--- src/logic/touch_sense_defines.vh ---
`ifndef TOUCH_SENSE_DEFINES_VH
`define TOUCH_SENSE_DEFINES_VH
// register byte offsets
`define TS_OFS_CTRL_A 8'h00
`define TS_OFS_CHEN_LO 8'h04
`define TS_OFS_CHEN_HI 8'h08
`define TS_OFS_CHSEL 8'h0C
`define TS_OFS_CHCFG 8'h10
`define TS_OFS_RESULT 8'h14
`define TS_OFS_STATUS 8'h18
`define TS_OFS_CTRL_B 8'h1C
`define TS_OFS_THRESH 8'h20
// touch_control_a fields
`define TS_GO_BIT 0
`define TS_TRIG_SEL_BIT 1
`define TS_SLEEP_EN_BIT 2
`define TS_INIT_BIT 4
`define TS_TXSUP_LSB 6
`define TS_SUPPLY_ON_BIT 8
`define TS_FILTER_BIT 9
`define TS_SUPLVL_BIT 10
`define TS_RANGE_LO_BIT 11
`define TS_CLKSEL_LSB 12
`define TS_KIND0_BIT 14
`define TS_KIND1_BIT 15
`define TS_RANGE_HI_BIT 17
`define TS_CTRL_A_MASK 32'h0002FFC6
`define TS_CTRL_A_RESET 32'h00000000
// control b fields
`define TS_CURRENT_MODE_BIT 0
`define TS_SPREAD_BIT 1
`define TS_PHASE_BIT 2
`define TS_HOP_BIT 3
`define TS_AUTO_JUDGE_BIT 4
// channel settings fields
`define TS_CFG_OFS_LSB 0
`define TS_CFG_DUR_LSB 10
`define TS_CFG_FREQ_LSB 18
// status fields
`define TS_STC_LSB 8
`define TS_XFER_BIT 12
`define TS_SENSOR_COUNT_OVERFLOW_BIT 13
`define TS_UNIT_CLOCK_COUNT_OVERFLOW_BIT 14
`define TS_MUTUAL_BIT 15
// status counter codes
`define TS_STC_IDLE 3'h0
`define TS_STC_SETUP 3'h1
`define TS_STC_SENSE 3'h2
`define TS_STC_READ 3'h3
`define TS_CHANNELS 36
`endif

--- src/logic/touch_drive_gen.v ---
`timescale 1ns/10ps
`default_nettype none
`include "touch_sense_defines.vh"
module touch_drive_gen (
	input wire clock_in,
	input wire arst_n_in,
	input wire ce_in,
	input wire run_in,
	input wire [1:0] clk_sel_in,
	input wire [7:0] freq_div_in,
	input wire spread_in,
	input wire phase_in,
	input wire hop_in,
	output wire tick_out,
	output reg drive_out
);
	reg [2:0] pre;
	reg [8:0] half_cnt;
	reg [7:0] lfsr;
	reg [1:0] hop_idx;
	reg phase_hold;
	wire [2:0] mask;
	wire [8:0] half_len;
	// 00 undivided, 01 /2, 10 /4, 11 /8
	assign mask = (clk_sel_in == 2'h0) ? 3'h0 : (clk_sel_in == 2'h1) ? 3'h1 :
		(clk_sel_in == 2'h2) ? 3'h3 : 3'h7;
	assign tick_out = ce_in && ((pre & mask) == mask);
	// spread adds a small random step, hopping moves between three base rates
	assign half_len = {1'b0, freq_div_in} + (spread_in ? {7'h00, lfsr[1:0]} : 9'h000) +
		(hop_in ? {5'h00, hop_idx, 2'h0} : 9'h000);
	always @(posedge clock_in or negedge arst_n_in) begin
		if (!arst_n_in) begin
			pre <= 3'h0;
			half_cnt <= 9'h000;
			lfsr <= 8'h01;
			hop_idx <= 2'h0;
			phase_hold <= 1'b0;
			drive_out <= 1'b0;
		end else if (ce_in) begin
			pre <= pre + 3'h1;
			if (!run_in) begin
				half_cnt <= 9'h000;
				drive_out <= 1'b0;
			end else if (tick_out) begin
				lfsr <= {lfsr[6:0], lfsr[7] ^ lfsr[5] ^ lfsr[4] ^ lfsr[3]};
				if (phase_hold) begin
					phase_hold <= 1'b0;
				end else if (half_cnt >= half_len) begin
					half_cnt <= 9'h000;
					drive_out <= ~drive_out;
					// random phase shift stretches one half period by a tick
					phase_hold <= phase_in && lfsr[2];
					if (drive_out)
						hop_idx <= (hop_idx == 2'h2) ? 2'h0 : hop_idx + 2'h1;
				end else begin
					half_cnt <= half_cnt + 9'h001;
				end
			end
		end
	end
endmodule
`default_nettype wire

--- src/logic/touch_sensing_control.v ---
// Behaviour
// clock select 13:12 divides peripheral clock by 1, 2, 4 or 8
// mode field 15:14 picks self/mutual and single/multi scan
// transmit supply field 7:6: io, vcc, logic, vcc
// range bits 17 and 11: 80, 40, lowest, 160 microamps
// bit 8 turns measurement supply on
// bit 9 controls filter capacitor charging
// software sets bit 10 below 2.4 V supply
// go bit starts software measurement and reads busy
// trigger select picks software bit or event input
// event input from event link starts a measurement
// sleep measure runs from events, end cancels sleep
// automatic judgement ends sleep when nothing touched
// init bit returns measurement control to idle
// three requests: setting, result read, measurement end
// single scan measures one selected channel
// multi scan walks all enabled channels in turn
// up to 36 channels, fewer if parameter says so; code applies the limit to multi scan only, single scan takes chan_sel unmasked
// drive pulses offer spreading, phase shift and hopping
// per channel offset, drive frequency and duration
// current mode reads pin current directly
// status holds counter 10:8 and transfer flag 12
// status holds overflow flags at 13 and 14
// software answers each request before next channel
`timescale 1ns/10ps
`default_nettype none
`include "touch_sense_defines.vh"
module touch_sensing_control #(
	parameter CHANNELS = `TS_CHANNELS,
	parameter AUTO_JUDGE = 1
) (
	input wire clock_in,
	input wire arst_n_in,
	input wire ce_in,
	input wire psel_in,
	input wire penable_in,
	input wire pwrite_in,
	input wire [7:0] paddr_in,
	input wire [31:0] pwdata_in,
	output reg [31:0] prdata_out,
	output reg pready_out,
	output reg pslverr_out,
	input wire event_trigger_in,
	input wire snooze_in,
	input wire sensor_pulse_in,
	input wire [15:0] pin_current_in,
	output reg [5:0] channel_out,
	output reg mutual_out,
	output reg measuring_out,
	output reg sensor_drive_out,
	output reg [9:0] offset_current_out,
	output reg [1:0] transmit_supply_select_out,
	output reg [1:0] current_range_out,
	output reg measure_supply_on_out,
	output reg filter_charge_control_out,
	output reg supply_operating_level_out,
	output reg setting_request_irq_out,
	output reg result_read_irq_out,
	output reg measure_end_irq_out,
	output reg snooze_exit_out
);
	localparam ST_IDLE = 4'b0001;
	localparam ST_SETUP = 4'b0010;
	localparam ST_SENSE = 4'b0100;
	localparam ST_READ = 4'b1000;

	reg [3:0] state;
	reg [3:0] next_state;
	reg [31:0] ctrl_a;
	reg [4:0] ctrl_b;
	reg [35:0] chan_en;
	reg [5:0] chan_sel;
	reg [25:0] chan_cfg;
	reg [15:0] threshold;
	reg [15:0] sense_count;
	reg [15:0] result;
	reg [7:0] dur_ticks;
	reg [15:0] unit_count;
	reg xfer_flag;
	reg sensor_count_overflow;
	reg unit_clock_count_overflow;
	reg touch_seen;
	reg in_sleep_run;
	reg pulse_prev;
	reg [6:0] next_pick;
	reg [31:0] next_prdata;
	wire tick;
	wire drive;
	wire wr_acc;
	wire rd_acc;
	wire init_req;
	wire multi;
	wire sw_start;
	wire ev_start;
	wire start;
	wire start_multi;
	wire result_taken;
	wire cfg_written;
	wire [35:0] en_mask;
	wire [6:0] first_pick;
	wire [6:0] later_pick;
	wire [2:0] status_counter;

	// lowest enabled channel at or above start; bit 6 flags a hit
	function [6:0] find_from;
		input [35:0] en;
		input [6:0] from;
		integer i;
		begin
			find_from = 7'h00;
			for (i = 35; i >= 0; i = i - 1) begin
				if (en[i] && (i >= from))
					find_from = {1'b1, i[5:0]};
			end
		end
	endfunction

	function addr_known;
		input [7:0] a;
		begin
			addr_known = (a == `TS_OFS_CTRL_A) || (a == `TS_OFS_CHEN_LO) ||
				(a == `TS_OFS_CHEN_HI) || (a == `TS_OFS_CHSEL) ||
				(a == `TS_OFS_CHCFG) || (a == `TS_OFS_RESULT) ||
				(a == `TS_OFS_STATUS) || (a == `TS_OFS_CTRL_B) ||
				(a == `TS_OFS_THRESH);
		end
	endfunction

	assign wr_acc = psel_in && penable_in && pready_out && pwrite_in &&
		addr_known(paddr_in);
	assign rd_acc = psel_in && penable_in && pready_out && !pwrite_in;
	assign init_req = wr_acc && (paddr_in == `TS_OFS_CTRL_A) &&
		pwdata_in[`TS_INIT_BIT];
	assign multi = ctrl_a[`TS_KIND0_BIT];
	// channels above the fitted count never take part in a multi scan; single scan uses chan_sel unmasked
	assign en_mask = (CHANNELS >= 36) ? chan_en :
		(chan_en & ((36'h000000001 << CHANNELS) - 36'h000000001));
	assign first_pick = find_from(en_mask, 7'h00);
	assign later_pick = find_from(en_mask, {1'b0, channel_out} + 7'h01);
	assign sw_start = wr_acc && (paddr_in == `TS_OFS_CTRL_A) &&
		pwdata_in[`TS_GO_BIT] && !ctrl_a[`TS_TRIG_SEL_BIT] && !snooze_in;
	// while asleep the event only counts if sleep measurement is allowed
	assign ev_start = event_trigger_in && ctrl_a[`TS_TRIG_SEL_BIT] &&
		(!snooze_in || ctrl_a[`TS_SLEEP_EN_BIT]);
	assign start = (state == ST_IDLE) && (sw_start || ev_start) && !init_req;
	// a go write that also sets the mode must scan in the new mode, not the old one
	assign start_multi = sw_start ? pwdata_in[`TS_KIND0_BIT] : multi;
	assign result_taken = rd_acc && (paddr_in == `TS_OFS_RESULT);
	assign cfg_written = wr_acc && (paddr_in == `TS_OFS_CHCFG);
	assign status_counter = (state == ST_SETUP) ? `TS_STC_SETUP : (state == ST_SENSE) ?
		`TS_STC_SENSE : (state == ST_READ) ? `TS_STC_READ : `TS_STC_IDLE;

	touch_drive_gen u_drive (
		.clock_in(clock_in),
		.arst_n_in(arst_n_in),
		.ce_in(ce_in),
		.run_in(state == ST_SENSE),
		.clk_sel_in(ctrl_a[`TS_CLKSEL_LSB +: 2]),
		.freq_div_in(chan_cfg[`TS_CFG_FREQ_LSB +: 8]),
		.spread_in(ctrl_b[`TS_SPREAD_BIT]),
		.phase_in(ctrl_b[`TS_PHASE_BIT]),
		.hop_in(ctrl_b[`TS_HOP_BIT]),
		.tick_out(tick),
		.drive_out(drive)
	);

	always @* begin
		next_state = state;
		next_pick = 7'h00;
		case (state)
			ST_IDLE: begin
				next_pick = start_multi ? first_pick : {1'b1, chan_sel};
				if (start && next_pick[6])
					next_state = ST_SETUP;
			end
			ST_SETUP: begin
				if (cfg_written)
					next_state = ST_SENSE;
			end
			ST_SENSE: begin
				if (tick && (dur_ticks == 8'h00))
					next_state = ST_READ;
			end
			ST_READ: begin
				next_pick = later_pick;
				if (result_taken)
					next_state = (multi && later_pick[6]) ? ST_SETUP : ST_IDLE;
			end
			default: begin
				next_state = ST_IDLE;
			end
		endcase
		if (init_req)
			next_state = ST_IDLE;
	end

	always @* begin
		next_prdata = 32'h00000000;
		case (paddr_in)
			`TS_OFS_CTRL_A: begin
				next_prdata = ctrl_a & `TS_CTRL_A_MASK;
				next_prdata[`TS_GO_BIT] = (state != ST_IDLE);
			end
			`TS_OFS_CHEN_LO: next_prdata = chan_en[31:0];
			`TS_OFS_CHEN_HI: next_prdata = {28'h0000000, chan_en[35:32]};
			`TS_OFS_CHSEL: next_prdata = {26'h0000000, chan_sel};
			`TS_OFS_CHCFG: next_prdata = {6'h00, chan_cfg};
			`TS_OFS_RESULT: next_prdata = {10'h000, channel_out, result};
			`TS_OFS_STATUS: begin
				next_prdata[`TS_STC_LSB +: 3] = status_counter;
				next_prdata[`TS_XFER_BIT] = xfer_flag;
				next_prdata[`TS_SENSOR_COUNT_OVERFLOW_BIT] = sensor_count_overflow;
				next_prdata[`TS_UNIT_CLOCK_COUNT_OVERFLOW_BIT] = unit_clock_count_overflow;
				next_prdata[`TS_MUTUAL_BIT] = ctrl_a[`TS_KIND1_BIT];
				next_prdata[5:0] = channel_out;
			end
			`TS_OFS_CTRL_B: next_prdata = {27'h0000000, ctrl_b};
			`TS_OFS_THRESH: next_prdata = {16'h0000, threshold};
			default: next_prdata = 32'h00000000;
		endcase
	end

	// bus slave: one wait-free access phase, data captured at setup
	always @(posedge clock_in or negedge arst_n_in) begin
		if (!arst_n_in) begin
			prdata_out <= 32'h00000000;
			pready_out <= 1'b0;
			pslverr_out <= 1'b0;
		end else if (ce_in) begin
			pready_out <= psel_in && !penable_in;
			if (psel_in && !penable_in) begin
				prdata_out <= pwrite_in ? 32'h00000000 : next_prdata;
				pslverr_out <= !addr_known(paddr_in);
			end else begin
				pslverr_out <= 1'b0;
			end
		end
	end

	// software registers
	always @(posedge clock_in or negedge arst_n_in) begin
		if (!arst_n_in) begin
			ctrl_a <= `TS_CTRL_A_RESET;
			ctrl_b <= 5'h00;
			chan_en <= 36'h000000000;
			chan_sel <= 6'h00;
			chan_cfg <= 26'h0000000;
			threshold <= 16'h0000;
		end else if (ce_in && wr_acc) begin
			case (paddr_in)
				`TS_OFS_CTRL_A: ctrl_a <= pwdata_in & `TS_CTRL_A_MASK;
				`TS_OFS_CHEN_LO: chan_en[31:0] <= pwdata_in;
				`TS_OFS_CHEN_HI: chan_en[35:32] <= pwdata_in[3:0];
				`TS_OFS_CHSEL: chan_sel <= pwdata_in[5:0];
				`TS_OFS_CHCFG: chan_cfg <= pwdata_in[25:0];
				`TS_OFS_CTRL_B: ctrl_b <= pwdata_in[4:0];
				`TS_OFS_THRESH: threshold <= pwdata_in[15:0];
				default: threshold <= threshold;
			endcase
		end
	end

	// measurement sequencer and its counters
	always @(posedge clock_in or negedge arst_n_in) begin
		if (!arst_n_in) begin
			state <= ST_IDLE;
			channel_out <= 6'h00;
			dur_ticks <= 8'h00;
			sense_count <= 16'h0000;
			unit_count <= 16'h0000;
			result <= 16'h0000;
			xfer_flag <= 1'b0;
			sensor_count_overflow <= 1'b0;
			unit_clock_count_overflow <= 1'b0;
			touch_seen <= 1'b0;
			in_sleep_run <= 1'b0;
			pulse_prev <= 1'b0;
			setting_request_irq_out <= 1'b0;
			result_read_irq_out <= 1'b0;
			measure_end_irq_out <= 1'b0;
			snooze_exit_out <= 1'b0;
		end else if (ce_in) begin
			state <= next_state;
			pulse_prev <= sensor_pulse_in;
			setting_request_irq_out <= 1'b0;
			result_read_irq_out <= 1'b0;
			measure_end_irq_out <= 1'b0;
			snooze_exit_out <= 1'b0;
			// flag writes of one clear; a same-cycle overflow still sets
			if (wr_acc && (paddr_in == `TS_OFS_STATUS)) begin
				if (pwdata_in[`TS_SENSOR_COUNT_OVERFLOW_BIT])
					sensor_count_overflow <= 1'b0;
				if (pwdata_in[`TS_UNIT_CLOCK_COUNT_OVERFLOW_BIT])
					unit_clock_count_overflow <= 1'b0;
			end
			if (result_taken)
				xfer_flag <= 1'b0;
			if (init_req) begin
				xfer_flag <= 1'b0;
				sensor_count_overflow <= 1'b0;
				unit_clock_count_overflow <= 1'b0;
				in_sleep_run <= 1'b0;
			end else if (state == ST_IDLE) begin
				if (start && next_pick[6]) begin
					channel_out <= next_pick[5:0];
					setting_request_irq_out <= 1'b1;
					touch_seen <= 1'b0;
					in_sleep_run <= snooze_in;
				end else if (start) begin
					measure_end_irq_out <= 1'b1; // nothing enabled to scan
				end
			end else if (state == ST_SETUP) begin
				if (cfg_written) begin
					dur_ticks <= pwdata_in[`TS_CFG_DUR_LSB +: 8];
					sense_count <= 16'h0000;
					unit_count <= 16'h0000;
				end
			end else if (state == ST_SENSE) begin
				if (sensor_pulse_in && !pulse_prev) begin
					if (sense_count == 16'hFFFF)
						sensor_count_overflow <= 1'b1;
					else
						sense_count <= sense_count + 16'h0001;
				end
				if (tick) begin
					unit_count <= unit_count + 16'h0001;
					if (unit_count == 16'hFFFF)
						unit_clock_count_overflow <= 1'b1;
					if (dur_ticks == 8'h00) begin
						// current mode bypasses the capacitance counter
						result <= ctrl_b[`TS_CURRENT_MODE_BIT] ? pin_current_in :
							sense_count;
						xfer_flag <= 1'b1;
						result_read_irq_out <= 1'b1;
					end else begin
						dur_ticks <= dur_ticks - 8'h01;
					end
				end
			end else if (state == ST_READ) begin
				if (result >= threshold)
					touch_seen <= 1'b1;
				if (result_taken && multi && later_pick[6]) begin
					channel_out <= later_pick[5:0];
					setting_request_irq_out <= 1'b1;
				end else if (result_taken) begin
					measure_end_irq_out <= 1'b1;
					in_sleep_run <= 1'b0;
					// without judgement every end wakes; with it only quiet scans
					snooze_exit_out <= in_sleep_run && (!(AUTO_JUDGE != 0 &&
						ctrl_b[`TS_AUTO_JUDGE_BIT]) || !(touch_seen ||
						result >= threshold));
				end
			end
		end
	end

	// pin-facing outputs, registered
	always @(posedge clock_in or negedge arst_n_in) begin
		if (!arst_n_in) begin
			mutual_out <= 1'b0;
			measuring_out <= 1'b0;
			sensor_drive_out <= 1'b0;
			offset_current_out <= 10'h000;
			transmit_supply_select_out <= 2'h0;
			current_range_out <= 2'h0;
			measure_supply_on_out <= 1'b0;
			filter_charge_control_out <= 1'b0;
			supply_operating_level_out <= 1'b0;
		end else if (ce_in) begin
			mutual_out <= ctrl_a[`TS_KIND1_BIT];
			measuring_out <= (next_state == ST_SENSE);
			sensor_drive_out <= drive;
			offset_current_out <= chan_cfg[`TS_CFG_OFS_LSB +: 10];
			transmit_supply_select_out <= ctrl_a[`TS_TXSUP_LSB +: 2];
			// {high,low}: 00 80uA, 01 40uA, 10 lowest, 11 160uA
			current_range_out <= {ctrl_a[`TS_RANGE_HI_BIT],
				ctrl_a[`TS_RANGE_LO_BIT]};
			measure_supply_on_out <= ctrl_a[`TS_SUPPLY_ON_BIT];
			filter_charge_control_out <= ctrl_a[`TS_FILTER_BIT];
			supply_operating_level_out <= ctrl_a[`TS_SUPLVL_BIT];
		end
	end
endmodule
`default_nettype wire

--- config.mk ---
export PLATFORM = sky130hd
export DESIGN_NAME = touch_sensing_control
export DESIGN_NICKNAME = d
export VERILOG_FILES = /design/src/logic/touch_drive_gen.v /design/src/logic/touch_sensing_control.v
export VERILOG_INCLUDE_DIRS = /design/src /design/src/logic
export SDC_FILE = /design/constraint.sdc
export NUM_CORES = 1
export LEC_CHECK = 0
export ABC_CLOCK_PERIOD_IN_PS = 9000
export BUFFER_PORTS_ARGS = -buffer_cell sky130_fd_sc_hd__buf_2
export CAP_MARGIN = 10
export CORE_MARGIN = 1
export CORE_UTILIZATION = 40
export CTS_CLUSTER_SIZE = 30
export DETAILED_ROUTE_END_ITERATION = 7
export SLEW_MARGIN = 25
export SYNTH_ARGS = -nofsm -noshare
export SYNTH_HDL_FRONTEND = slang
export SYNTH_SLANG_ARGS = --single-unit
--- constraint.sdc ---
create_clock -name clock_in -period 9 [get_ports clock_in]
set_clock_uncertainty 0.2 [all_clocks]
set_input_delay 1.8 -clock clock_in [delete_from_list [all_inputs] [get_ports clock_in]]
set_output_delay 1.8 -clock clock_in [all_outputs]
set_load 0.01 [all_outputs]
==> impl_metrics.yaml <==
cells_and_area:
  area_growth_pct: 14.0
  ff_latch_area_sq_um: 6410
  drive_above_1_share_pct: 21.6
  multi_input_area_sq_um: 7620
  nets: 1710
  layout.cells.non_filler: 2090
  fillCellCount: 3441
detailed_routing:
  drt_wl_total_mm: 45.9
  final_antenna_net_count: 0
  vias: 12400
  wl_per_cell_um: 21.9
  vias_per_cell: 5.91
  drt-initial-drc-count: 1046
  drtPass1Iterations: 8
  drc: 36
pwr:
  p_total_mw: 2.50
  p_int_mw: 1.91
  max-vdd-ir-drop_uv: 138
  p_sw_share_pct: 23.4
  cellLeakagePower_nw: 7.80
  p_comb_share_pct: 5.3
  powerDensity_nw_per_um2: 150
  clockPowerShare_pct: 47.5
  switchingPower_mw: 0.584
  p_seq_share_pct: 47.1
die:
  num_io_pins: 129
  fp.dieH_um: 193
  die_area_sq_um: 37200
  row_count: 69
  start_util_pct: 40.8
  die_w_um: 193
  coreArea_sq_um: 35700
global_routing:
  grt_use_total_pct: 24.7
  grt_antenna_before_repair: 1
  overflow: 0
  grt_pass1_wl_mm: 70.2
  grt_max_degree: 135
  grt_pass1_vias: 11900
yosys:
  synth_edf_count: 0
  ys_async_sr_fraction_pct: 100
  synth_warnings: 0
  ys.flop_type: "dfrtp_1"
  synth.distinct_cells: 91
  syn_nets: 1609
  synth-seq-area-share_pct: 44.0
  synth_seq_cells: 256
  syn-cell-area_sq_um: 14600
  synth_top_area_share_pct: 43.6
  syn-mean-instance-area_sq_um: 9.68
  synth_cells: 1505
  synthTopCellsByArea: "dfrtp_1, mux2_2, nand2_1"
  yosys.area.top_type: "dfrtp_1"
worst_setup_path:
  crit_fanout: 12
  path_cells: "buf_2, nor4_2, nand2_1, nor4_1, o21ai_0, nor3b_2, o2111a_1, nand2_1, xor2_1, nor2_1"
  worstPathArrival_ns: 5.41
  start_kind: "primary input"
  slowest_delay_ns: 0.76
  critPathCaptureType: "register"
  setup.worst_path.class: "primary input to register"
  critical_path_required_ns: 9.23
  crit_top_cell: "nand2_1"
  cpMaxStageDelayCell: "nor4_1"
clock_tree:
  insertion_delay_ns: 0.56
  cts.hold.buffers_added: 0
  cts_tree: "yes"
  cts_root_buf: "clkbuf_16"
  post_cts_buffers: 0
  numCtsBuffers: 29
  clock_sinks: 256
  ctsResizeCount: 0
  clk_pin_slew_ns: 0.06
  h-tree-depth: 1
  clk_path_buf_depth: 3
placement:
  port_buffers: 128
  dp_cells: 2035
  gp_congestion: 0.949
  dpl.hpwl_mm: 33.6
hold_path:
  hold_class: "register to register"
sta:
  final-setup-viol-count: 0
  relSlewSlack_pct: 32.3
  rsz0062_at_grt: "false"
  final_hold_viol_count: 0
  max_freq_mhz: 193
  finalCritPeriodShare_pct: 57.5
  min_period_ns: 5.17
  tightest_slew_ns: 1.01
  slew_viol_final: 0
  fin_hold_ws_ns: 0.275
  fin_tns_setup_ns: 0
outcome:
  outcome: "finished, violations left"
  violations: "design-rule violations"
run:
  drv_cap: 0
==> synthesized netlist by cell type, types with 25 or more instances <==
cell type,count
a21o_1,25
a21oi_1,63
and3_1,25
clkbuf_1,54
dfrtp_1,254
ha_1,38
inv_1,59
mux2_2,125
nand2_1,170
nand3_1,52
nor2_1,112
nor3_1,28
o21ai_0,116
xor2_1,26
==> per-stage QoR <==
| stage | worst slack [ns] | utilization, % | cell area [sq um] |
|---|---|---|---|
| final | 3.83 | 46.6 | 16600 |
| after global routing | 3.62 | 46.6 | 16600 |
| after CTS | 3.65 | 46.4 | 16600 |
| after detailed placement | 3.08 | 43.7 | 15600 |
| after global placement | 3.24 | 43.7 | 15600 |
| after floorplan | 4.61 | - | 14600 |
==> metal layers <==
metal / global-route usage, % / vias up / part of all wire, %
met4: 7.60 / 0 / 2.8
met5: 0 / - / 0
met1: 34.1 / 6126 / 44
met2: 39.6 / 461 / 46
li1: - / 5699 / -
met3: 3.78 / 76 / 6.6
==> worst max-delay path, delay by kind of cell <==
kind / cells / cell delay, ns
xor+xnor: 1 / 0.19
compound gates: 2 / 0.69
simple gates: 6 / 2.60
buf+inv: 1 / 0.11
==> placed cells by master (no fill, tap or decap), types with 15 or more instances in the layout <==
master     instances
nand2_1          170
nand3_1           51
mux2i_1           22
a222oi_1          19
a31oi_1           15
a22oi_1           22
buf_2            127
inv_1             59
a21oi_1           63
o21ai_0          116
nor2_1           111
a21o_1            25
mux2_2           125
ha_1              38
nand2b_1          21
nor3_1            26
and3_1            25
clkbuf_16         29
xor2_1            26
dfrtp_1          254
==> logic make-up (layout without fill, tap and decap cells) <==
family / after synthesis / in the layout / synth area share (%)
AOI/OAI and AO/OA: 382 / 382 / 17.5
buffers and inverters: 133 / 256 / 3.92
adders and majority gates: 39 / 39 / 3.40
and+or+nand+nor: 502 / 502 / 16.9
other: 0 / 1 / 0
DFF: 256 / 256 / 44.0
xor gates and xnor gates: 40 / 40 / 2.53
muxes: 153 / 153 / 11.8
==> power groups by stage <==
stage	Combinational (mW)	Sequential (mW)	Clock [mW]
final	0.133	1.18	1.19
after floorplan	0.0602	1.19	0
after CTS	0.133	1.18	1.21
after global routing	0.147	1.18	1.25
after detailed placement	0.133	1.20	0
after global placement	0.131	1.20	0
==> area by class of cell <==
cell class / instances / area share [%]
flip-flops and latches: 256 / 38.6
well taps: 461 / 3.47
clock buffers: 47 / 5.38
repair buffers: 144 / 4.84
clock inverters: 6 / 0.445
inverters: 59 / 1.33
diodes: 1 / 0.0151
multi-input cells: 1116 / 45.9
==> path summary, 6_finish.rpt <==
path,from,to,slack [ns],cells after the start
worst max-delay path,paddr_in[7],sense_count[11],3.83,10
worst min-delay path,u_drive.pre[2],u_drive.pre[2],0.27,1
worst max register to register,channel_out[1],channel_out[5],3.99,11
worst min register to register,u_drive.pre[2],u_drive.pre[2],0.27,1
max in group asynchronous,arst_n_in,prdata_out[10],6.65,2
min in group asynchronous,arst_n_in,u_drive.half_cnt[6],0.91,1
==> sequential cells by signal (all words and copies together) (netlist names), 8 cells and up <==
register	count
chan_cfg	26
chan_en	36
ctrl_a	13
dur_ticks	8
offset_current_out	10
prdata_out	32
result	16
sense_count	16
threshold	16
u_drive.half_cnt	9
u_drive.lfsr	8
unit_count	16
No activity file was read; power rests on OpenSTA's default activity.
